--- config.mk ---
export PLATFORM = sky130hd
export DESIGN_NAME = gnc_cmd_top
export DESIGN_NICKNAME = d
export VERILOG_FILES = /design/src/rtl/gnc_pkg.sv /design/src/rtl/gnc_nv_mem.sv /design/src/rtl/gnc_cmd_top.sv
export SDC_FILE = /design/constraint.sdc
export NUM_CORES = 2
export LEC_CHECK = 0
export BUFFER_PORTS_ARGS = -buffer_cell sky130_fd_sc_hd__buf_2
export CAP_MARGIN = 0
export CORE_MARGIN = 1.5
export CORE_UTILIZATION = 47
export CTS_CLUSTER_SIZE = 28
export DETAILED_ROUTE_END_ITERATION = 12
export PLACE_DENSITY_LB_ADDON = 0.15
export SLEW_MARGIN = 10
export SYNTH_ARGS = -nofsm -noshare
export SYNTH_HDL_FRONTEND = slang
export SYNTH_SLANG_ARGS = --single-unit
--- constraint.sdc ---
create_clock -name i_sys_clk -period 23.8 [get_ports i_sys_clk]
set_input_delay 3.57 -clock i_sys_clk [delete_from_list [all_inputs] [get_ports i_sys_clk]]
set_output_delay 3.57 -clock i_sys_clk [all_outputs]
set_load 0.01 [all_outputs]
--- src/rtl/gnc_pkg.sv ---
package gnc_pkg;
  localparam logic [7:0] START_BYTE      = 8'h3C;
  localparam logic [7:0] END_BYTE        = 8'h3E;
  localparam logic [7:0] CMD_WRITE_NV    = 8'h23;
  localparam logic [7:0] CMD_READ_IO     = 8'h24;
  localparam logic [7:0] CMD_READ_ANALOG = 8'h26;
  localparam logic [7:0] STATUS_OK       = 8'h00;
  localparam logic [7:0] STATUS_ERR      = 8'h01;
  localparam logic [7:0] ZERO_BYTE       = 8'h00;
  localparam logic [7:0] LAST_LINE       = 8'h07;

  localparam int         NV_PARAMS = 54;
  localparam int         NV_AW     = 6;
  localparam logic [5:0] NV_LAST   = 6'h35;
  localparam logic [5:0] IDX_ANALOG    = 6'h0D;
  localparam logic [5:0] IDX_DIR       = 6'h0E;
  localparam logic [5:0] IDX_PULL      = 6'h12;
  localparam logic [5:0] IDX_TRI       = 6'h13;
  localparam logic [5:0] IDX_KEY_FIRST = 6'h14;
  localparam logic [5:0] IDX_KEY_LAST  = 6'h23;
  localparam logic [5:0] IO_PARAMS     = 6'h02;

  localparam logic [7:0] NV_DEFAULT [0:53] = '{
    8'h33, 8'h00, 8'h00, 8'h00, 8'h00, 8'h03, 8'h1E, 8'h00, 8'h05, 8'h00,
    8'h00, 8'h00, 8'h00, 8'h00, 8'h00, 8'h0B, 8'h00, 8'h00, 8'h00, 8'h00,
    8'h00, 8'h7E, 8'h15, 8'h16, 8'h28, 8'hAE, 8'hD2, 8'hA6, 8'hAB, 8'hAB,
    8'hF7, 8'h88, 8'h09, 8'hCF, 8'h4F, 8'h3C, 8'h00, 8'h00, 8'h00, 8'h00,
    8'h00, 8'h00, 8'h00, 8'h00, 8'h00, 8'h00, 8'h00, 8'h00, 8'h00, 8'h00,
    8'h00, 8'h00, 8'h00, 8'h00};

  localparam logic [3:0] RESP_LEN_SHORT = 4'h4;
  localparam logic [3:0] RESP_LEN_LONG  = 4'h8;

  localparam logic [7:0] OFS_CTRL     = 8'h00;
  localparam logic [7:0] OFS_STATUS   = 8'h04;
  localparam logic [7:0] OFS_CFG      = 8'h08;
  localparam logic [7:0] OFS_NV_INDEX = 8'h0C;
  localparam logic [7:0] OFS_NV_DATA  = 8'h10;
  localparam logic       CTRL_RESET   = 1'b1;
  localparam int         CTRL_EN_BIT  = 0;

  typedef struct packed {
    logic [7:0] analog;
    logic [7:0] dir_out;
    logic [7:0] pull_up;
    logic [7:0] pull_dn;
  } gnc_gpio_cfg_type;

  typedef struct packed {
    logic       start;
    logic [2:0] line;
  } gnc_adc_req_type;
endpackage : gnc_pkg

--- src/rtl/gnc_nv_mem.sv ---
`timescale 1ns/100ps
module gnc_nv_mem #(
  parameter int DEPTH = 54,
  parameter int AW    = 6
) (
  input  wire logic          i_sys_clk,
  input  wire logic          i_rst,
  input  wire logic          i_we,
  input  wire logic [AW-1:0] i_waddr,
  input  wire logic [7:0]    i_wdata,
  input  wire logic [AW-1:0] i_raddr,
  output logic      [7:0]    o_rdata
);
  logic [7:0] mem_ff [0:DEPTH-1];

  genvar gi;
  generate
    for (gi = 0; gi < DEPTH; gi++) begin : g_entry
      always_ff @(posedge i_sys_clk or posedge i_rst) begin
        if (i_rst) begin
          mem_ff[gi] <= gnc_pkg::NV_DEFAULT[gi];
        end else if (i_we && (i_waddr == AW'(gi))) begin
          mem_ff[gi] <= i_wdata;
        end
      end
    end
  endgenerate

  always_ff @(posedge i_sys_clk or posedge i_rst) begin
    if (i_rst) begin
      o_rdata <= 8'h00;
    end else if (i_raddr < AW'(DEPTH)) begin
      o_rdata <= mem_ff[i_raddr];
    end else begin
      o_rdata <= 8'h00;
    end
  end
endmodule : gnc_nv_mem

--- src/rtl/gnc_cmd_top.sv ---
// Behaviour
// - Analog byte: bit n selects analog line n.
// - Direction byte: bit 1 output, 0 input.
// - Analog lines act only as inputs.
// - Pull byte zero pulls up, else down.
// - Tri-state bit overrides the pull choice.
// - Tri-state bit 1 removes both resistors.
// - Sixteen parameters form the 128-bit key.
// - Read status byte: 00 good, 01 error.
// - Write frame 3C 23 params 3E, short answer.
// - New values readable now, used after reset; here reset reloads NV_DEFAULT into storage, so they are lost.
// - Working copies loaded from storage at start.
// - Line query 3C 24 00 line 3E, working values.
// - Line answer: zero, line, analog, direction, status.
// - Line answer status 00 good, 01 error.
// - Analog read 3C 26 00 line 3E.
// - Two conversion bytes: high*16 plus low.
// - Analog status 00 good, 01 error.
`timescale 1ns/100ps
module gnc_cmd_top #(
  parameter int ADC_W = 12
) (
  input  wire logic                      i_sys_clk,
  input  wire logic                      i_rst,
  input  wire logic                      i_psel,
  input  wire logic                      i_penable,
  input  wire logic                      i_pwrite,
  input  wire logic [7:0]                i_paddr,
  input  wire logic [31:0]               i_pwdata,
  output logic      [31:0]               o_prdata,
  output logic                           o_pready,
  output logic                           o_pslverr,
  input  wire logic                      i_rx_valid,
  input  wire logic [7:0]                i_rx_byte,
  output logic                           o_rx_ready,
  output logic                           o_tx_valid,
  output logic      [7:0]                o_tx_byte,
  input  wire logic                      i_tx_ready,
  output gnc_pkg::gnc_adc_req_type       o_adc_req,
  input  wire logic                      i_adc_done,
  input  wire logic [ADC_W-1:0]          i_adc_value,
  output gnc_pkg::gnc_gpio_cfg_type      o_gpio_cfg,
  output logic      [127:0]              o_aes_key,
  output logic                           o_init_done
);
  typedef enum {ST_INIT, ST_IDLE, ST_CMD, ST_PARAM, ST_END, ST_ADC, ST_TX} gnc_state_type;

  gnc_state_type state_ff;
  logic [5:0]    cnt_ff;
  logic [7:0]    cmd_ff;
  logic [7:0]    p1_ff;
  logic [7:0]    line_ff;
  logic [7:0]    analog_ff;
  logic [7:0]    dir_ff;
  logic [7:0]    pull_ff;
  logic [7:0]    tri_ff;
  logic [127:0]  key_ff;
  logic          init_done_ff;
  logic [7:0]    resp_ff [0:7];
  logic [3:0]    resp_left_ff;
  logic          err_ff;
  logic          en_ff;
  logic          adc_start_ff;
  logic [5:0]    nv_index_ff;
  logic [7:0]    nv_rdata;
  logic          rx_take;
  logic          tx_take;
  logic          end_ok;
  logic          line_bad;
  logic          nv_we;
  logic [5:0]    init_idx;
  logic          apb_setup;
  logic          apb_wr;
  logic          mapped;

  assign rx_take  = i_rx_valid && o_rx_ready;
  assign tx_take  = o_tx_valid && i_tx_ready;
  assign end_ok   = (i_rx_byte == gnc_pkg::END_BYTE);
  assign line_bad = (line_ff > gnc_pkg::LAST_LINE) || (p1_ff != gnc_pkg::ZERO_BYTE);
  assign nv_we    = rx_take && (state_ff == ST_PARAM) && (cmd_ff == gnc_pkg::CMD_WRITE_NV);
  assign init_idx = cnt_ff - 6'h01;

  gnc_nv_mem #(
    .DEPTH (gnc_pkg::NV_PARAMS),
    .AW    (gnc_pkg::NV_AW)
  ) u_nv_mem (
    .i_sys_clk (i_sys_clk),
    .i_rst     (i_rst),
    .i_we      (nv_we),
    .i_waddr   (cnt_ff),
    .i_wdata   (i_rx_byte),
    .i_raddr   ((state_ff == ST_INIT) ? cnt_ff : nv_index_ff),
    .o_rdata   (nv_rdata)
  );

  // Only the frame states take bytes; replies, conversions and start-up stall the link.
  assign o_rx_ready = en_ff && ((state_ff == ST_IDLE) || (state_ff == ST_CMD) ||
                                (state_ff == ST_PARAM) || (state_ff == ST_END));
  assign o_tx_valid = (state_ff == ST_TX);
  assign o_tx_byte  = resp_ff[0];
  assign o_init_done = init_done_ff;
  assign o_aes_key   = key_ff;
  assign o_adc_req   = '{start: adc_start_ff, line: line_ff[2:0]};

  always_comb begin
    o_gpio_cfg.analog  = analog_ff;
    o_gpio_cfg.dir_out = dir_ff & ~analog_ff;
    o_gpio_cfg.pull_up = (pull_ff == 8'h00) ? ~tri_ff : 8'h00;
    o_gpio_cfg.pull_dn = (pull_ff != 8'h00) ? ~tri_ff : 8'h00;
  end

  // Start-up walk copies the stored parameters into the working copies.
  always_ff @(posedge i_sys_clk or posedge i_rst) begin
    if (i_rst) begin
      analog_ff <= 8'h00;
      dir_ff    <= 8'h00;
      pull_ff   <= 8'h00;
      tri_ff    <= 8'h00;
      key_ff    <= 128'h0;
    end else if ((state_ff == ST_INIT) && (cnt_ff != 6'h00)) begin
      if (init_idx == gnc_pkg::IDX_ANALOG) begin
        analog_ff <= nv_rdata;
      end
      if (init_idx == gnc_pkg::IDX_DIR) begin
        dir_ff <= nv_rdata;
      end
      if (init_idx == gnc_pkg::IDX_PULL) begin
        pull_ff <= nv_rdata;
      end
      if (init_idx == gnc_pkg::IDX_TRI) begin
        tri_ff <= nv_rdata;
      end
      if ((init_idx >= gnc_pkg::IDX_KEY_FIRST) && (init_idx <= gnc_pkg::IDX_KEY_LAST)) begin
        key_ff <= {key_ff[119:0], nv_rdata};
      end
    end
  end

  always_ff @(posedge i_sys_clk or posedge i_rst) begin
    if (i_rst) begin
      init_done_ff <= 1'b0;
    end else if ((state_ff == ST_INIT) && (cnt_ff == 6'(gnc_pkg::NV_PARAMS))) begin
      init_done_ff <= 1'b1;
    end
  end

  // Frame parser and sequencer.
  always_ff @(posedge i_sys_clk or posedge i_rst) begin
    if (i_rst) begin
      state_ff <= ST_INIT;
      cnt_ff   <= 6'h00;
      cmd_ff   <= 8'h00;
      p1_ff    <= 8'h00;
      line_ff  <= 8'h00;
    end else begin
      case (state_ff)
        ST_INIT: begin
          cnt_ff <= cnt_ff + 6'h01;
          if (cnt_ff == 6'(gnc_pkg::NV_PARAMS)) begin
            state_ff <= ST_IDLE;
          end
        end
        ST_IDLE: begin
          if (rx_take && (i_rx_byte == gnc_pkg::START_BYTE)) begin
            state_ff <= ST_CMD;
          end
        end
        ST_CMD: begin
          if (rx_take) begin
            cmd_ff <= i_rx_byte;
            cnt_ff <= 6'h00;
            if ((i_rx_byte == gnc_pkg::CMD_WRITE_NV) || (i_rx_byte == gnc_pkg::CMD_READ_IO) ||
                (i_rx_byte == gnc_pkg::CMD_READ_ANALOG)) begin
              state_ff <= ST_PARAM;
            end else begin
              state_ff <= ST_IDLE;
            end
          end
        end
        ST_PARAM: begin
          if (rx_take) begin
            cnt_ff <= cnt_ff + 6'h01;
            if (cnt_ff == 6'h00) begin
              p1_ff <= i_rx_byte;
            end
            if (cnt_ff == 6'h01) begin
              line_ff <= i_rx_byte;
            end
            if (((cmd_ff == gnc_pkg::CMD_WRITE_NV) && (cnt_ff == gnc_pkg::NV_LAST)) ||
                ((cmd_ff != gnc_pkg::CMD_WRITE_NV) && (cnt_ff == gnc_pkg::IO_PARAMS - 6'h01))) begin
              state_ff <= ST_END;
            end
          end
        end
        ST_END: begin
          if (rx_take) begin
            if ((cmd_ff == gnc_pkg::CMD_READ_ANALOG) && end_ok && !line_bad &&
                analog_ff[line_ff[2:0]]) begin
              state_ff <= ST_ADC;
            end else begin
              state_ff <= ST_TX;
            end
          end
        end
        ST_ADC: begin
          if (i_adc_done) begin
            state_ff <= ST_TX;
          end
        end
        ST_TX: begin
          if (tx_take && (resp_left_ff == 4'h1)) begin
            state_ff <= ST_IDLE;
          end
        end
        default: begin
          state_ff <= ST_IDLE;
        end
      endcase
    end
  end

  always_ff @(posedge i_sys_clk or posedge i_rst) begin
    if (i_rst) begin
      adc_start_ff <= 1'b0;
    end else begin
      adc_start_ff <= rx_take && (state_ff == ST_END) && (cmd_ff == gnc_pkg::CMD_READ_ANALOG) &&
                      end_ok && !line_bad && analog_ff[line_ff[2:0]];
    end
  end

  // Answer buffer: built whole, then shifted out one byte per handshake.
  always_ff @(posedge i_sys_clk or posedge i_rst) begin
    if (i_rst) begin
      for (int i = 0; i < 8; i++) begin
        resp_ff[i] <= 8'h00;
      end
      resp_left_ff <= 4'h0;
      err_ff       <= 1'b0;
    end else if (rx_take && (state_ff == ST_END)) begin
      resp_ff[0] <= gnc_pkg::START_BYTE;
      resp_ff[1] <= cmd_ff;
      if (cmd_ff == gnc_pkg::CMD_WRITE_NV) begin
        resp_ff[2]   <= end_ok ? gnc_pkg::STATUS_OK : gnc_pkg::STATUS_ERR;
        resp_ff[3]   <= gnc_pkg::END_BYTE;
        resp_left_ff <= gnc_pkg::RESP_LEN_SHORT;
        err_ff       <= !end_ok;
      end else begin
        resp_ff[2] <= gnc_pkg::ZERO_BYTE;
        resp_ff[3] <= line_ff;
        resp_ff[4] <= {7'h00, analog_ff[line_ff[2:0]] & !line_bad};
        resp_ff[5] <= {7'h00, dir_ff[line_ff[2:0]] & !line_bad};
        resp_ff[7] <= gnc_pkg::END_BYTE;
        resp_left_ff <= gnc_pkg::RESP_LEN_LONG;
        if ((cmd_ff == gnc_pkg::CMD_READ_IO) && end_ok && !line_bad) begin
          resp_ff[6] <= gnc_pkg::STATUS_OK;
          err_ff     <= 1'b0;
        end else begin
          resp_ff[6] <= gnc_pkg::STATUS_ERR;
          err_ff     <= 1'b1;
        end
        if (cmd_ff == gnc_pkg::CMD_READ_ANALOG) begin
          resp_ff[4] <= gnc_pkg::ZERO_BYTE;
          resp_ff[5] <= gnc_pkg::ZERO_BYTE;
        end
      end
    end else if ((state_ff == ST_ADC) && i_adc_done) begin
      resp_ff[4] <= i_adc_value[ADC_W-1 -: 8];
      resp_ff[5] <= {4'h0, i_adc_value[3:0]};
      resp_ff[6] <= gnc_pkg::STATUS_OK;
      err_ff     <= 1'b0;
    end else if (tx_take) begin
      for (int i = 0; i < 7; i++) begin
        resp_ff[i] <= resp_ff[i+1];
      end
      resp_ff[7]   <= 8'h00;
      resp_left_ff <= resp_left_ff - 4'h1;
    end
  end

  // APB slave with zero wait states; read data is captured in the setup cycle.
  assign apb_setup = i_psel && !i_penable;
  assign apb_wr    = i_psel && i_penable && i_pwrite;
  assign mapped    = (i_paddr == gnc_pkg::OFS_CTRL) || (i_paddr == gnc_pkg::OFS_STATUS) ||
                     (i_paddr == gnc_pkg::OFS_CFG) || (i_paddr == gnc_pkg::OFS_NV_INDEX) ||
                     (i_paddr == gnc_pkg::OFS_NV_DATA);
  assign o_pready  = 1'b1;
  assign o_pslverr = i_psel && i_penable && !mapped;

  always_ff @(posedge i_sys_clk or posedge i_rst) begin
    if (i_rst) begin
      en_ff       <= gnc_pkg::CTRL_RESET;
      nv_index_ff <= 6'h00;
    end else if (apb_wr && (i_paddr == gnc_pkg::OFS_CTRL)) begin
      en_ff <= i_pwdata[gnc_pkg::CTRL_EN_BIT];
    end else if (apb_wr && (i_paddr == gnc_pkg::OFS_NV_INDEX)) begin
      nv_index_ff <= i_pwdata[5:0];
    end
  end

  always_ff @(posedge i_sys_clk or posedge i_rst) begin
    if (i_rst) begin
      o_prdata <= 32'h0;
    end else if (apb_setup) begin
      case (i_paddr)
        gnc_pkg::OFS_CTRL:     o_prdata <= {31'h0, en_ff};
        gnc_pkg::OFS_STATUS:   o_prdata <= {29'h0, err_ff, (state_ff != ST_IDLE), init_done_ff};
        gnc_pkg::OFS_CFG:      o_prdata <= {tri_ff, pull_ff, dir_ff, analog_ff};
        gnc_pkg::OFS_NV_INDEX: o_prdata <= {26'h0, nv_index_ff};
        gnc_pkg::OFS_NV_DATA:  o_prdata <= {24'h0, nv_rdata};
        default:               o_prdata <= 32'h0;
      endcase
    end
  end
endmodule : gnc_cmd_top

==> run_results.csv <==
group,metric,value,unit
sta,rsz0062_at_grt,"no",
synthesis,avgSynthCellArea,12.2,µm²
sta,max_freq,112,MHz
detailed_routing,drt_iter0_markers,1635,
grt,antenna_found_initial,4,
sta,drv_slew,0,
worst_setup_path,crit_buf_inv,2,
synthesis,synthTopCellsByArea,"dfrtp_1 (49%), mux2_2 (21%), dfstp_2 (6.3%)",
synthesis,yosys_register_bits,727,
placement,dpl_cell_area,34600,µm²
cts,root_buffer,"clkbuf_16",
worst_setup_path,cpMaxStageDelayCell,"nor3_1",
worst_setup_path,cp_max_fo,9,
worst_setup_path,critical_path.top_delay_family,"simple AND/OR/NAND/NOR gates",
worst_setup_path,worst_ep_required_time,20.23,ns
worst_setup_path,endpoint_kind,"output port",
grt,grt_usage,0.247,
min_path,hold_start,"o_prdata[20]",
worst_setup_path,cp-start-kind,"primary input",
synthesis,synth_common_cells,"dfrtp_1 (648), mux2_2 (610), nand2_1 (400)",
floorplan,dieHeight,267,µm
synthesis,synth_ff_type,"dfrtp_1",
synthesis,async_flop_share,1.00,
layout,seqCellArea,18300,µm²
grt,grt_overflow_total,0,
sta,worst_slew_pin_slew,1.31,ns
worst_setup_path,worstPathCellList,"buf_2, or4_1, nor3_1, nor3_1, buf_2",
floorplan,ios,277,
worst_setup_path,worstSetupPathType,"primary input to output port",
sta,hold_violations,0,
layout,final_util,0.541,
placement,hpwl,57500,µm
grt,grt_max_degree,172,
floorplan,die-area,71500,µm²
cts,clkSlewWorstSetupHoldPaths,0.06,ns
layout,multi_input_area,13600,µm²
grt,grt_pass1_vias,22400,
pwr,ir_drop,0.0630,mV
cts,postCtsSetupRepairBufs,0,
cts,postCtsHoldBufs,0,
synthesis,synth_area,32800,µm²
detailed_routing,vias,22300,
cts,post_cts_resized,0,
placement,globalplace.congestion,0.870,
detailed_routing,drt_first_pass_iters,6,
synthesis,yosysMostFrequentCell,"dfrtp_1",
cts,clk_latency,0.63,ns
synthesis,synthCells,2684,
layout,drive_gt1_frac,0.399,
placement,port_buffers,249,
min_path,hp-class,"flip-flop to flip-flop",
synthesis,yosysUniqueCellTypes,77,
sta,finClkSkew,0.0227,ns
worst_setup_path,crit_arrival,5.37,ns
synthesis,yosys_warnings,0,
cts,htree_levels,3,
sta,period_share,0.376,
floorplan,core-area,68800,µm²
synthesis,yosysSeqAreaShare,0.557,
detailed_routing,wl_per_cell,23.0,µm
synthesis,synth_top_area_frac,0.494,
worst_setup_path,reg2reg_depth,8,
grt,grt_pass1_wl,136000,µm
cts,cts_buffers,80,
run_status,outcome,"finished, final reports clean",
min_path,hold_path_end,"o_prdata[20]",
detailed_routing,wl,88400,µm
layout,syn_to_final_growth,13.5,%
worst_setup_path,cpPeakStageDelay,0.86,ns
pwr,p_leak,18.1,nW
worst_setup_path,reg2reg_slack,18.71,ns
sta,finalSetupViolations,0,
sta,fin_ws,14.86,ns
sta,tns,0,ns
worst_setup_path,worstReg2RegEnd,"u_nv_mem.o_rdata[1]",
placement,pre_cts_ws,14.90,ns
run,cap_violations,0,
floorplan,initial_core_util,0.477,
pwr,p_total,3.43,mW
layout,fillers,5834,
cts,cts_tree,"built",
layout,nets,2928,
floorplan,die_w,267,µm
synthesis,synth_edf_count,0,
detailed_routing,ant_nets,0,
pwr,pwr_density_cell,92.0,nW/µm²
cts,clock_path_buffers,3,
sta,slew_headroom,0.120,
sta,finalCriticalPeriod,8.94,ns
cts,cts_sinks,727,
floorplan,num_rows,96,
min_path,hold_depth,2,
synthesis,yosys.area.top_type,"dfrtp_1",
worst_setup_path,r2r-start,"state_ff[2]",
synthesis,syn_nets,2760,
detailed_routing,vias_per_cell,5.80,
detailed_routing,drc,0,
layout,stdcell_area,37300,µm²
cell usage in the layout, fill, tap and decap left out, drive strengths merged, types with 7 or more instances in the layout:
cell type / n
ha: 8
mux4: 25
inv: 15
nand2: 420
mux2: 623
o21ai: 58
nor2b: 16
clkbuf: 123
a221oi: 8
nor2: 74
a21oi: 75
buf: 286
mux2i: 52
and3: 43
and2: 9
dfstp: 79
a211oi: 22
o22ai: 12
a31oi: 37
o2111ai: 7
dfrtp: 648
nand4: 8
clkinv: 14
a22o: 14
a2111oi: 13
nor4: 8
nand2b: 7
nor3: 23
nand3: 104
a22oi: 21
worst min-delay path, delay by kind of cell, from the launching register on:
| family | cells | cell delay, ns |
|---|---|---|
| and+or+nand+nor | 1 | 0.04 |
| DFF | 1 | 0.34 |
| AOI/OAI and AO/OA | 1 | 0.06 |
how the worst max path moves through the flow:
stage	slack, ns	from	end	cells after the start
3_3_place_gp	14.92	i_paddr[0]	o_pslverr	5
3_5_place_dp	14.90	i_paddr[0]	o_pslverr	5
2_1_floorplan	10.33	i_rst	adc_start_ff	1
4_1_cts	14.90	i_paddr[0]	o_pslverr	5
5_1_grt	14.75	i_paddr[0]	o_pslverr	5
6_report	14.86	i_paddr[0]	o_pslverr	5
through the flow:
stage	cells	hold WS, ns
after floorplan	2684	0.430
after global placement	3701	0.448
after detailed placement	3701	0.461
after CTS	3847	0.475
after global routing	3848	0.495
final	3850	0.472
logic make-up after synthesis:
group	synth area share
AO/OA/AOI/OAI	0.0582
flip-flops	0.557
buffers and inverters	0.0303
XOR/XNOR	0.00133
multiplexers	0.248
adder cells (fa/ha/maj)	0.00305
AND/OR/NAND/NOR	0.102
other	0.000114
power by group:
| group | leakage, nW | switching (mW) | internal [mW] | total [mW] |
|---|---|---|---|---|
| sequential | 9.78 | 0.0913 | 1.32 | 1.41 |
| combinational | 7.08 | 0.537 | 0.256 | 0.793 |
| clock | 1.28 | 0.508 | 0.714 | 1.22 |
cell type report:
cell class              instances  area share
diodes                          3    0.000202
clock inverters                23     0.00598
multi-input cells            1746       0.365
inverters                      11     0.00121
repair buffers                286      0.0416
well taps                     931      0.0313
clock buffers                 123      0.0638
flip-flops and latches        727       0.491
metal layers:
layer	GRT usage	routed length [µm]	up-vias
met5	0	0	-
met4	0.0788	2310	0
met3	0.0461	5920	132
met2	0.405	42100	719
met1	0.333	38100	11600
li1	-	-	9874
registers in the layout, summed over array words and instances, names as in the netlist:
signal,cells
line_ff,8
err_ff,1
analog_ff,8
resp_left_ff,4
dir_ff,8
o_init_done,1
resp_ff,40
u_nv_mem.o_rdata,8
en_ff,1
adc_start_ff,1
u_nv_mem.mem_ff,432
state_ff,3
cnt_ff,6
nv_index_ff,6
p1_ff,8
o_tx_byte,8
cmd_ff,8
o_prdata,32
pull_ff,8
o_aes_key,128
tri_ff,8
No activity file was read; power rests on OpenSTA's default activity.
